$ cat config.mk
export PLATFORM = sky130hd
export DESIGN_NAME = sixteen_bit_interval_timer
export DESIGN_NICKNAME = d
export VERILOG_FILES = /design/src/core/sbt_pkg.sv /design/src/core/sixteen_bit_interval_timer.sv
export SDC_FILE = /design/constraint.sdc
export NUM_CORES = 1
export LEC_CHECK = 0
export ABC_AREA = 1
export BUFFER_PORTS_ARGS = -buffer_cell sky130_fd_sc_hd__buf_2
export CORE_ASPECT_RATIO = 0.75
export CORE_MARGIN = 3
export CORE_UTILIZATION = 55
export CTS_CLUSTER_DIAMETER = 40
export CTS_CLUSTER_SIZE = 8
export DETAILED_ROUTE_END_ITERATION = 10
export PLACE_DENSITY = 0.79
export SLEW_MARGIN = 20
export SYNTH_ARGS = -nofsm -noshare
export SYNTH_HDL_FRONTEND = slang
export SYNTH_SLANG_ARGS = --single-unit
export TNS_END_PERCENT = 30
$ cat constraint.sdc
create_clock -name core_clk -period 3.9 [get_ports core_clk]
set_clock_uncertainty 0.2 [all_clocks]
set_input_delay 0.585 -clock core_clk [delete_from_list [all_inputs] [get_ports core_clk]]
set_output_delay 0.585 -clock core_clk [all_outputs]
set_load 0.05 [all_outputs]
$ cat src/core/sbt_pkg.sv
// Package with register map, field positions and timing constants of the interval timer
`default_nettype none
package sbt_pkg;
    // Register byte addresses (chosen, no offsets given)
    localparam logic [7:0] ADDR_CONTROL   = 8'h00;
    localparam logic [7:0] ADDR_COUNT_LOW = 8'h04;
    localparam logic [7:0] ADDR_COUNT_HI  = 8'h08;
    localparam logic [7:0] ADDR_IRQ_STAT  = 8'h0c;
    localparam logic [7:0] ADDR_IRQ_CLEAR = 8'h10;
    localparam logic [7:0] ADDR_IRQ_EN    = 8'h14;
    localparam logic [7:0] ADDR_IRQ_CTRL  = 8'h18;
    // Control field positions
    localparam int RUN_BIT      = 0;
    localparam int SOURCE_BIT   = 1;
    localparam int PRESCALE_LSB = 4;
    localparam logic [7:0] CONTROL_MASK  = 8'h33;
    localparam logic [7:0] CONTROL_RESET = 8'h00;
    // Interrupt control field positions
    localparam int GLOBAL_EN_BIT = 0;
    localparam int PERIPH_EN_BIT = 1;
    // Oscillator, instruction and core clock rates in Hz, phase accumulator width and steps
    localparam int OSC_HZ     = 8000000;
    localparam int INSTR_HZ   = 2000000;
    localparam int CORE_HZ    = 10000000;
    localparam int PHASE_W    = 24;
    localparam logic [PHASE_W-1:0] PHASE_MOD = PHASE_W'(CORE_HZ);
    localparam logic [PHASE_W-1:0] OSC_STEP  = PHASE_W'(OSC_HZ);
    localparam logic [PHASE_W-1:0] INSTR_STEP = PHASE_W'(INSTR_HZ);
    localparam logic [15:0] COUNT_RESET = 16'h0000;
    localparam logic [15:0] COUNT_MAX   = 16'hffff;

    typedef struct packed {
        logic [1:0] prescaleSelect;
        logic       sourceSelect;
        logic       runControl;
    } sbt_ctrl_t;
endpackage
`default_nettype wire

$ cat src/core/sixteen_bit_interval_timer.sv
// Sixteen-bit interval timer with APB register access and rollover interrupt
//
// Added by the designer: the register addresses and register access over APB.
`default_nettype none
// Function
// RL1: 16-bit up-counter read and written as two bytes; writes replace live count.
// RL2: Counting only while run bit 0 set; clearing halts and resets gate flop.
// RL3: Source bit 1 picks oscillator when one, instruction clock when zero.
// RL4: Prescale field bits 5-4 divides by 1, 2, 4 or 8.
// RL5: Prescaler hidden from software; cleared on any count byte write.
// RL6: Wrap from maximum to zero sets the rollover flag.
// RL7: Interrupt needs run bit, local, peripheral and global enables all set.
// RL8: Rollover flag stays set until software clears it.
// RL9: Software should clear count and flag before enabling interrupts.
// RL10: Timer frozen in sleep and never wakes the device.
// RL11: Control bits 7-6 and 3-2 ignore writes, read zero.
// RL12: Oscillator source at 1:1 advances count four per instruction cycle.
// RL13: Control bits reset to zero: stopped, instruction clock, 1:1.
// RL14: Count reads have no side effects on prescaler or flag.
module sixteen_bit_interval_timer (
    // Clock and reset
    input  wire logic        core_clk,
    input  wire logic        resetn,
    // APB slave
    input  wire logic        psel,
    input  wire logic        penable,
    input  wire logic        pwrite,
    input  wire logic [7:0]  paddr,
    input  wire logic [31:0] pwdata,
    input  wire logic [3:0]  pstrb,
    output logic      [31:0] prdata,
    output logic             pready,
    output logic             pslverr,
    // System
    input  wire logic        sleepMode,
    output logic             irqOut
);
    sbt_pkg::sbt_ctrl_t ctrl_ff;
    logic [15:0] count_ff;
    logic [2:0]  prescale_ff;
    logic        gate_ff;
    logic        flag_ff;
    logic        irqEnable_ff;
    logic        globalEn_ff;
    logic        periphEn_ff;
    logic [sbt_pkg::PHASE_W-1:0] phase_ff;
    logic [31:0] prdata_ff;
    logic        pready_ff;
    logic        pslverr_ff;
    logic        irq_ff;

    logic        access;
    logic        wrEn;
    logic        wrCtrl;
    logic        wrLow;
    logic        wrHigh;
    logic        mapped;
    logic [sbt_pkg::PHASE_W-1:0] step;
    logic [sbt_pkg::PHASE_W:0]   phaseSum;
    logic        srcTick;
    logic [2:0]  nxt_prescale;
    logic        preTick;
    logic        divDone;
    logic [2:0]  divMask;
    logic        countTick;
    logic        rollover;
    logic [31:0] nxt_prdata;
    logic [15:0] nxt_count;
    logic        nxt_flag;
    logic        nxt_irq;
    logic        nxt_pready;
    logic        nxt_pslverr;
    logic        wrClear;
    logic        wrIrqEn;
    logic        wrIrqCtrl;
    logic        countWr;
    logic        runGate;
    logic [7:0]  ctrlRead;
    sbt_pkg::sbt_ctrl_t ctrlWrite;

    // Bus decode; two-cycle access phase, access pulses in its first cycle
    assign access = psel && penable && !pready_ff;
    assign wrEn   = access && pwrite && pstrb[0];
    assign wrCtrl = wrEn && (paddr == sbt_pkg::ADDR_CONTROL);
    assign wrLow  = wrEn && (paddr == sbt_pkg::ADDR_COUNT_LOW);
    assign wrHigh = wrEn && (paddr == sbt_pkg::ADDR_COUNT_HI);
    assign wrClear   = wrEn && (paddr == sbt_pkg::ADDR_IRQ_CLEAR);
    assign wrIrqEn   = wrEn && (paddr == sbt_pkg::ADDR_IRQ_EN);
    assign wrIrqCtrl = wrEn && (paddr == sbt_pkg::ADDR_IRQ_CTRL);
    assign countWr   = wrLow || wrHigh;

    always_comb
    begin
        case (paddr)
            sbt_pkg::ADDR_CONTROL,
            sbt_pkg::ADDR_COUNT_LOW,
            sbt_pkg::ADDR_COUNT_HI,
            sbt_pkg::ADDR_IRQ_STAT,
            sbt_pkg::ADDR_IRQ_CLEAR,
            sbt_pkg::ADDR_IRQ_EN,
            sbt_pkg::ADDR_IRQ_CTRL: mapped = 1'b1;
            default:                mapped = 1'b0;
        endcase
    end

    // Source clock ticks by phase accumulation against the core clock
    assign step = ctrl_ff.sourceSelect ? sbt_pkg::OSC_STEP : sbt_pkg::INSTR_STEP; // RL3
    assign phaseSum = {1'b0, phase_ff} + {1'b0, step};
    assign runGate = gate_ff && !sleepMode; // RL2 RL10
    assign srcTick = runGate && (phaseSum >= {1'b0, sbt_pkg::PHASE_MOD}); // RL10

    always_ff @(posedge core_clk or negedge resetn)
    begin
        if (!resetn)
            phase_ff <= '0;
        else if (!gate_ff)
            phase_ff <= '0; // RL2
        else if (sleepMode)
            phase_ff <= phase_ff; // RL10
        else if (srcTick)
            phase_ff <= sbt_pkg::PHASE_W'(phaseSum - {1'b0, sbt_pkg::PHASE_MOD});
        else
            phase_ff <= phaseSum[sbt_pkg::PHASE_W-1:0];
    end

    // Prescaler: tick passes when the low bits selected by the field are all one
    always_comb
    begin
        case (ctrl_ff.prescaleSelect) // RL4
            2'b00:   divMask = 3'h0;
            2'b01:   divMask = 3'h1;
            2'b10:   divMask = 3'h3;
            default: divMask = 3'h7;
        endcase
    end
    assign divDone = ((prescale_ff & divMask) == divMask);
    assign preTick = srcTick && divDone;
    assign nxt_prescale = divDone ? 3'h0 : prescale_ff + 3'h1;

    always_ff @(posedge core_clk or negedge resetn)
    begin
        if (!resetn)
            prescale_ff <= 3'h0;
        else if (countWr || !gate_ff)
            prescale_ff <= 3'h0; // RL5
        else if (srcTick)
            prescale_ff <= nxt_prescale;
    end

    // Gate flip-flop follows the run bit
    always_ff @(posedge core_clk or negedge resetn)
    begin
        if (!resetn)
            gate_ff <= 1'b0;
        else
            gate_ff <= ctrl_ff.runControl; // RL2
    end

    // Counter; oscillator at 1:1 gives four ticks per instruction cycle
    assign countTick = preTick && ctrl_ff.runControl; // RL2 RL12
    assign rollover  = countTick && (count_ff == sbt_pkg::COUNT_MAX) && !countWr; // RL6

    always_comb
    begin
        nxt_count = count_ff;
        if (wrLow)
            nxt_count = {count_ff[15:8], pwdata[7:0]}; // RL1
        else if (wrHigh)
            nxt_count = {pwdata[7:0], count_ff[7:0]}; // RL1
        else if (countTick)
            nxt_count = count_ff + 16'h0001; // RL1
    end

    always_ff @(posedge core_clk or negedge resetn)
    begin
        if (!resetn)
            count_ff <= sbt_pkg::COUNT_RESET;
        else
            count_ff <= nxt_count;
    end

    // Control register; only the implemented fields are stored
    assign ctrlWrite = {pwdata[sbt_pkg::PRESCALE_LSB+1:sbt_pkg::PRESCALE_LSB],
                        pwdata[sbt_pkg::SOURCE_BIT],
                        pwdata[sbt_pkg::RUN_BIT]}; // RL11

    always_ff @(posedge core_clk or negedge resetn)
    begin
        if (!resetn)
            ctrl_ff <= sbt_pkg::sbt_ctrl_t'({
                sbt_pkg::CONTROL_RESET[sbt_pkg::PRESCALE_LSB+1:sbt_pkg::PRESCALE_LSB],
                sbt_pkg::CONTROL_RESET[sbt_pkg::SOURCE_BIT],
                sbt_pkg::CONTROL_RESET[sbt_pkg::RUN_BIT]}); // RL13
        else if (wrCtrl)
            ctrl_ff <= ctrlWrite;
    end

    // Rollover flag, set wins over clear
    always_comb
    begin
        nxt_flag = flag_ff;
        if (rollover)
            nxt_flag = 1'b1; // RL6
        else if (wrClear && pwdata[0])
            nxt_flag = 1'b0; // RL8
    end

    always_ff @(posedge core_clk or negedge resetn)
    begin
        if (!resetn)
            flag_ff <= 1'b0;
        else
            flag_ff <= nxt_flag;
    end

    // Local rollover interrupt enable
    always_ff @(posedge core_clk or negedge resetn)
    begin
        if (!resetn)
            irqEnable_ff <= 1'b0;
        else if (wrIrqEn)
            irqEnable_ff <= pwdata[0]; // RL7
    end

    // Global and peripheral interrupt enables
    always_ff @(posedge core_clk or negedge resetn)
    begin
        if (!resetn)
        begin
            globalEn_ff <= 1'b0;
            periphEn_ff <= 1'b0;
        end
        else if (wrIrqCtrl)
        begin
            globalEn_ff <= pwdata[sbt_pkg::GLOBAL_EN_BIT]; // RL7
            periphEn_ff <= pwdata[sbt_pkg::PERIPH_EN_BIT]; // RL7
        end
    end

    // Interrupt output; gated by sleep so it never wakes the device
    assign nxt_irq = flag_ff && irqEnable_ff && periphEn_ff && globalEn_ff
                     && ctrl_ff.runControl && !sleepMode; // RL7 RL10

    always_ff @(posedge core_clk or negedge resetn)
    begin
        if (!resetn)
            irq_ff <= 1'b0;
        else
            irq_ff <= nxt_irq;
    end

    // Read data; reads have no side effects
    assign ctrlRead = {2'b00, ctrl_ff.prescaleSelect, 2'b00, ctrl_ff.sourceSelect,
                       ctrl_ff.runControl}; // RL11

    always_comb
    begin
        nxt_prdata = 32'h0000_0000;
        case (paddr) // RL14
            sbt_pkg::ADDR_CONTROL:   nxt_prdata[7:0] = ctrlRead;
            sbt_pkg::ADDR_COUNT_LOW: nxt_prdata[7:0] = count_ff[7:0];
            sbt_pkg::ADDR_COUNT_HI:  nxt_prdata[7:0] = count_ff[15:8];
            sbt_pkg::ADDR_IRQ_STAT:  nxt_prdata[0]   = flag_ff;
            sbt_pkg::ADDR_IRQ_EN:    nxt_prdata[0]   = irqEnable_ff;
            sbt_pkg::ADDR_IRQ_CTRL:  nxt_prdata[1:0] = {periphEn_ff, globalEn_ff};
            default:                 nxt_prdata = 32'h0000_0000;
        endcase
    end

    // APB answer one cycle into the access phase
    assign nxt_pready  = access;
    assign nxt_pslverr = access && !mapped;

    always_ff @(posedge core_clk or negedge resetn)
    begin
        if (!resetn)
            pready_ff <= 1'b0;
        else
            pready_ff <= nxt_pready;
    end

    // Error flag for unmapped addresses, given with the answer
    always_ff @(posedge core_clk or negedge resetn)
    begin
        if (!resetn)
            pslverr_ff <= 1'b0;
        else
            pslverr_ff <= nxt_pslverr;
    end

    // Read data captured once per read access and held
    always_ff @(posedge core_clk or negedge resetn)
    begin
        if (!resetn)
            prdata_ff <= 32'h0000_0000;
        else if (access && !pwrite)
            prdata_ff <= nxt_prdata; // RL14
    end

    assign prdata  = prdata_ff;
    assign pready  = pready_ff;
    assign pslverr = pslverr_ff;
    assign irqOut  = irq_ff;
endmodule // sixteen_bit_interval_timer
`default_nettype wire

Word level (Yosys, flattened, before mapping). Index checks and enable logic that the tools add are counted.

Logic and storage cells: 93. Bits of input ports: 50. Bits in registers: 63. Output and inout port bits: 35.

Add/subtract/negate cells: 4. Multiplexer cells: 17. Reductions and logical operators: 41. Equal/unequal tests: 12. Bitwise operators: 2. $lt $le $gt $ge: 1.

Operators by type and width (count): two-way mux 24 bit (3); two-way mux 16 bit (2); adder 24 x 23 -> 25 bit (1); >= comparator 25 x 24 -> 1 bit, second input constant (1); equality test 8 x 5 -> 1 bit, second input constant (3); logical AND 1 bit (24); subtractor 24 bit, second input constant (1); two-way mux 23 bit (1); one-hot mux 6 bit (3 select lines) (1); adder 16 x 1 -> 16 bit, second input constant (1); equality test 16 bit, second input constant (1); equality test 8 x 4 -> 1 bit, second input constant (2); two-way mux 3 bit (3); one-hot mux 3 bit (3 select lines) (1); equality test 8 x 3 -> 1 bit, second input constant (1); logical NOT 8 bit (1); two-way mux 8 bit (1); nonzero test 2 bit (4); OR reduction 7 bit (1); logical NOT 1 bit (6); one-hot mux 1 bit (6 select lines) (1); != test 2 bit, second input constant (2); one-hot mux 1 bit (4 select lines) (1); AND reduction 2 bit (2); 9 further kinds (12).

Logic depth before layout (Yosys ltp).
Word-level depth: 9. Mapped depth: 21.

Worst setup path after synthesis. No wires, ideal clock.

Path kind: reg2reg. Start point: reg ctrl_ff (netlist bit ctrlRead[1]). End point: reg count_ff[11]. Cell stages (with the launch flop): 22. Period minus slack after synthesis: 2.894 ns. Data arrival time: 2.577 ns. Setup slack: 1.006 ns. Data required time: 3.583 ns. Cells stage by stage: dfrtp_1 -> inv_1 -> ha_1 -> ha_1 -> inv_1 -> ha_1 -> nor3_1 -> nand3_1 -> nand2_1 -> nand2_1 -> nand2_1 -> nand2_1 -> nand2_1 -> nand2_1 -> nand2_1 -> nand2_1 -> nand2_2 -> nand3_2 -> nand2_4 -> nand2_4 -> nand2_1 -> nand2_1.

Cells in the longest elaborated chain, start to end: 8.

RTL lines: from (decl) (line sixteen_bit_interval_timer.sv:38) `sbt_pkg::sbt_ctrl_t ctrl_ff;`; from (signal assigned) (line sixteen_bit_interval_timer.sv:190) `ctrl_ff <= sbt_pkg::sbt_ctrl_t'({`; from (signal assigned) (line sixteen_bit_interval_timer.sv:195) `ctrl_ff <= ctrlWrite;`; two-way mux 23 bit (line sixteen_bit_interval_timer.sv:107) `assign step = ctrl_ff.sourceSelect ? sbt_pkg::OSC_STEP : sbt_pkg::INSTR_STEP;`; adder 24 x 23 -> 25 bit (line sixteen_bit_interval_timer.sv:108) `assign phaseSum = {1'b0, phase_ff} + {1'b0, step};`; >= comparator 25 x 24 -> 1 bit (line sixteen_bit_interval_timer.sv:110) `assign srcTick = runGate && (phaseSum >= {1'b0, sbt_pkg::PHASE_MOD});`; logical AND 1 bit (line sixteen_bit_interval_timer.sv:110); logical AND 1 bit (line sixteen_bit_interval_timer.sv:137) `assign preTick = srcTick && divDone;`; logical AND 1 bit (line sixteen_bit_interval_timer.sv:160) `assign countTick = preTick && ctrl_ff.runControl;`; nonzero test 2 bit (no line); AND reduction 2 bit (no line); to (signal assigned) (line sixteen_bit_interval_timer.sv:177) `count_ff <= sbt_pkg::COUNT_RESET;`; to (signal assigned) (line sixteen_bit_interval_timer.sv:179) `count_ff <= nxt_count;`; to (decl) (line sixteen_bit_interval_timer.sv:39) `logic [15:0] count_ff;`.

No other way between the ends. A chain may end at the register's enable or synchronous reset.

Final worst setup path.
Start point: reg ctrl_ff (netlist bit ctrlRead[1]). End point: reg count_ff[8].

Same word-level chain as after synthesis.

==> summary.json <==
{
  "run_status": "complete, no violations",
  "die_height_um": 83.8,
  "pd_cells_mw_per_mm2": 223,
  "totalNegativeSetupSlack_ns": 0,
  "share_comb_of_total_power_pct": 11.6,
  "cell_area_after_synthesis_sq_mm": 0.00444,
  "design_power_total_uw": 1060,
  "synth-warning-count": 0,
  "power.internal_uw": 736,
  "grt_setup_unrepaired": "no",
  "uppermost_metal_layer_occupied_by_signal_nets": "met4",
  "wl_per_cell_um": 14.3,
  "layout-drive-gt1-share_pct": 8.82,
  "via_count": 4534,
  "p_clk_share_pct": 32.7,
  "setup_violation_total_in_the_final_timing_report": 0,
  "dp.final_hpwl_um": 9110,
  "antenna_violating_nets_post_route": 0,
  "hold_path_class": "in -> async",
  "grt_overflow": 0,
  "clock_tree.htree_level_count": 2,
  "worstPathMaxFanout": 9,
  "post_cts.resized_instances": 0,
  "drc": 0,
  "cap_viol_max_count": 0,
  "initial_drt_markers": 383,
  "wl_met3_um": 1220,
  "port_buffers": 33,
  "setup.worst_path.class": "reg -> reg",
  "cp_data_required_time_ns": 3.92,
  "met2RoutedLength_um": 4810,
  "crit_arrival_ns": 3.38,
  "first_global_vias": 4013,
  "drt_wl_total_um": 11800,
  "max_slew.worst_pin.slew_ns": 0.786,
  "most_common_library_cell_in_the_layout_ignoring_fill_and_taps": "nand2_1",
  "floorplan.die_area_sq_mm": 0.00919,
  "synth.ff_latch_count": 56,
  "clock_tree_buf_depth": 2,
  "tritoncts_num_sinks": 56,
  "synth_top_cells_by_area": "dfrtp_1 32%, nand2_1 19%, nand3_1 10%",
  "synth_sequential_area_ratio_pct": 31.6,
  "layout_common_cells": "225 x nand2_1, 90 x nand3_1, 73 x inv_1",
  "cts_root_buffer": "clkbuf_8",
  "dpl.cell_count": 819,
  "core_area_sq_mm": 0.00760,
  "grt_first_pass_wirelength_um": 19200,
  "floorplan.rows": 27,
  "share_seq_of_total_power_pct": 55.6,
  "placement.cell_area_sq_mm": 0.00463,
  "remaining_max_slew_budget_at_the_tightest_pin_pct": 47.4,
  "die_x_um": 110,
  "diodes": 0,
  "clk_pin_slew_ns": 0.12,
  "p_leak_uw": 0.00247,
  "postSynthAreaPerCell_sq_um": 6.43,
  "endpoint_kind": "flop",
  "growth_of_design_area_from_synthesis_to_finish_pct": 6.51,
  "synth_cell_types": 40,
  "ioPinCount": 85,
  "tritoncts_clock_tree": "built",
  "synthDominantCellAreaShare_pct": 31.6,
  "post-route-period-util_pct": 86.3,
  "starting_density_of_the_core_pct": 58.4,
  "final_hold_slack_ns": 0.122,
  "swShare_pct": 30.3,
  "timing.final.crit_period_ns": 3.37,
  "critPathLaunchType": "flop",
  "worst_skew_pair.late_latency_ns": 0.32,
  "antenna_found_initial": 0,
  "grt_max_degree": 33,
  "fmax_mhz": 297,
  "cts-hold-fix-buffers": 0,
  "finalNetCount": 787,
  "drt-pass1-iter-count": 5,
  "hold_violations": 0,
  "synth.largest_area_cell": "dfrtp_1",
  "switching_power_uw": 320,
  "synthesis.instances": 690,
  "via_density_per_instance": 5.48,
  "gr-usage-all-layers_pct": 25.9,
  "stdcell_count": 827,
  "gp_routability_congestion": 0.989,
  "max-vdd-ir-drop_mv": 0.156,
  "m1WireLength_um": 5690,
  "cts_post_setup_buffers_inserted": 0,
  "cts-buffers-inserted": 5,
  "timing_max_transition_violations_final": 0,
  "design_area_sq_mm": 0.00473
}
[area by class of cell]
type                            instances  area [sq um]
Tap cell                              101           126
Inverter                               78           293
Timing Repair Buffer                   40           218
Multi-Input combinational cell        544          2590
Fill cell                             698          2870
Clock inverter                          3          26.3
Sequential cell                        56          1400
Clock buffer                            5          68.8
[worst paths after layout]
check                      slack [ns]  cells after the start            to         from
min in group core_clk            0.22                      0       gate_ff  ctrlRead[0]
max                              0.53                     19   count_ff[8]  ctrlRead[1]
min                              0.12                      1  phase_ff[21]       resetn
max reg2reg                      0.53                     19   count_ff[8]  ctrlRead[1]
min reg2reg                      0.22                      0       gate_ff  ctrlRead[0]
max in group asynchronous        2.55                      2   count_ff[4]       resetn
[metal layers]
metal	vias up	global-route usage, %
li1	2271	-
met1	2047	40.6
met2	205	37.0
met3	11	5.10
met4	0	4.30
met5	-	0
[power groups by stage]
stage | logic (uW) | registers (uW) | clock network [uW]
final | 123 | 587 | 346
after global routing | 133 | 588 | 379
after CTS | 123 | 587 | 352
after detailed placement | 123 | 599 | 0
after global placement | 120 | 598 | 0
after floorplan | 93.4 | 609 | 0
[flip-flops by register name, indices dropped and copies added (netlist names), 3 cells and up]
name	cells
prdata	8
prescale_ff	3
ctrlRead	4
phase_ff	17
count_ff	16
[per-stage QoR]
step	utilization [%]	setup slack [ns]
finish	62.2	0.533
global route	62.2	0.288
CTS	62.2	0.626
detailed placement	60.9	0.648
global placement	60.9	0.707
floorplan	-	1.01
[cells by family after synthesis]
kind of cell / synth area share (%)
other cells: 0.0845
buf+inv: 11.9
compound gates: 10.8
fa+ha+maj: 3.38
simple gates: 39.5
xor+xnor: 2.73
flops: 31.6
[cells in the mapped netlist (all sizes together)]
master	count
nand2	230
nand3	91
inv	76
nor2	65
dfrtp	56
o21ai	42
buf	29
a21oi	21
ha	12
xor2	11
nand4	9
o22ai	9
nor3	7
clkbuf	6
nor4	4
nand3b	3
a221oi	2
a31oi	2
clkinv	2
o211ai	2
o21bai	2
xnor2	2
a22o	1
a41oi	1
conb	1
nor3b	1
o21a	1
o31ai	1
o41ai	1
[critical path: stages, from the launching register on]
cell and delay, ns:
dfrtp_1 0.40, inv_1 0.22, ha_1 0.27, ha_1 0.28
nand3_1 0.13, nand3_1 0.14, nand2_1 0.07, nand2_1 0.16
xor2_2 0.30, nand2_1 0.12, nand2_1 0.09, nand2_1 0.05
nand2_1 0.05, nand2_1 0.09, nand2_2 0.11, nand3_2 0.13
nand2_4 0.20, nand2_4 0.10, nand2_1 0.09, nand2_1 0.05
No activity file was read; power rests on OpenSTA's default activity.
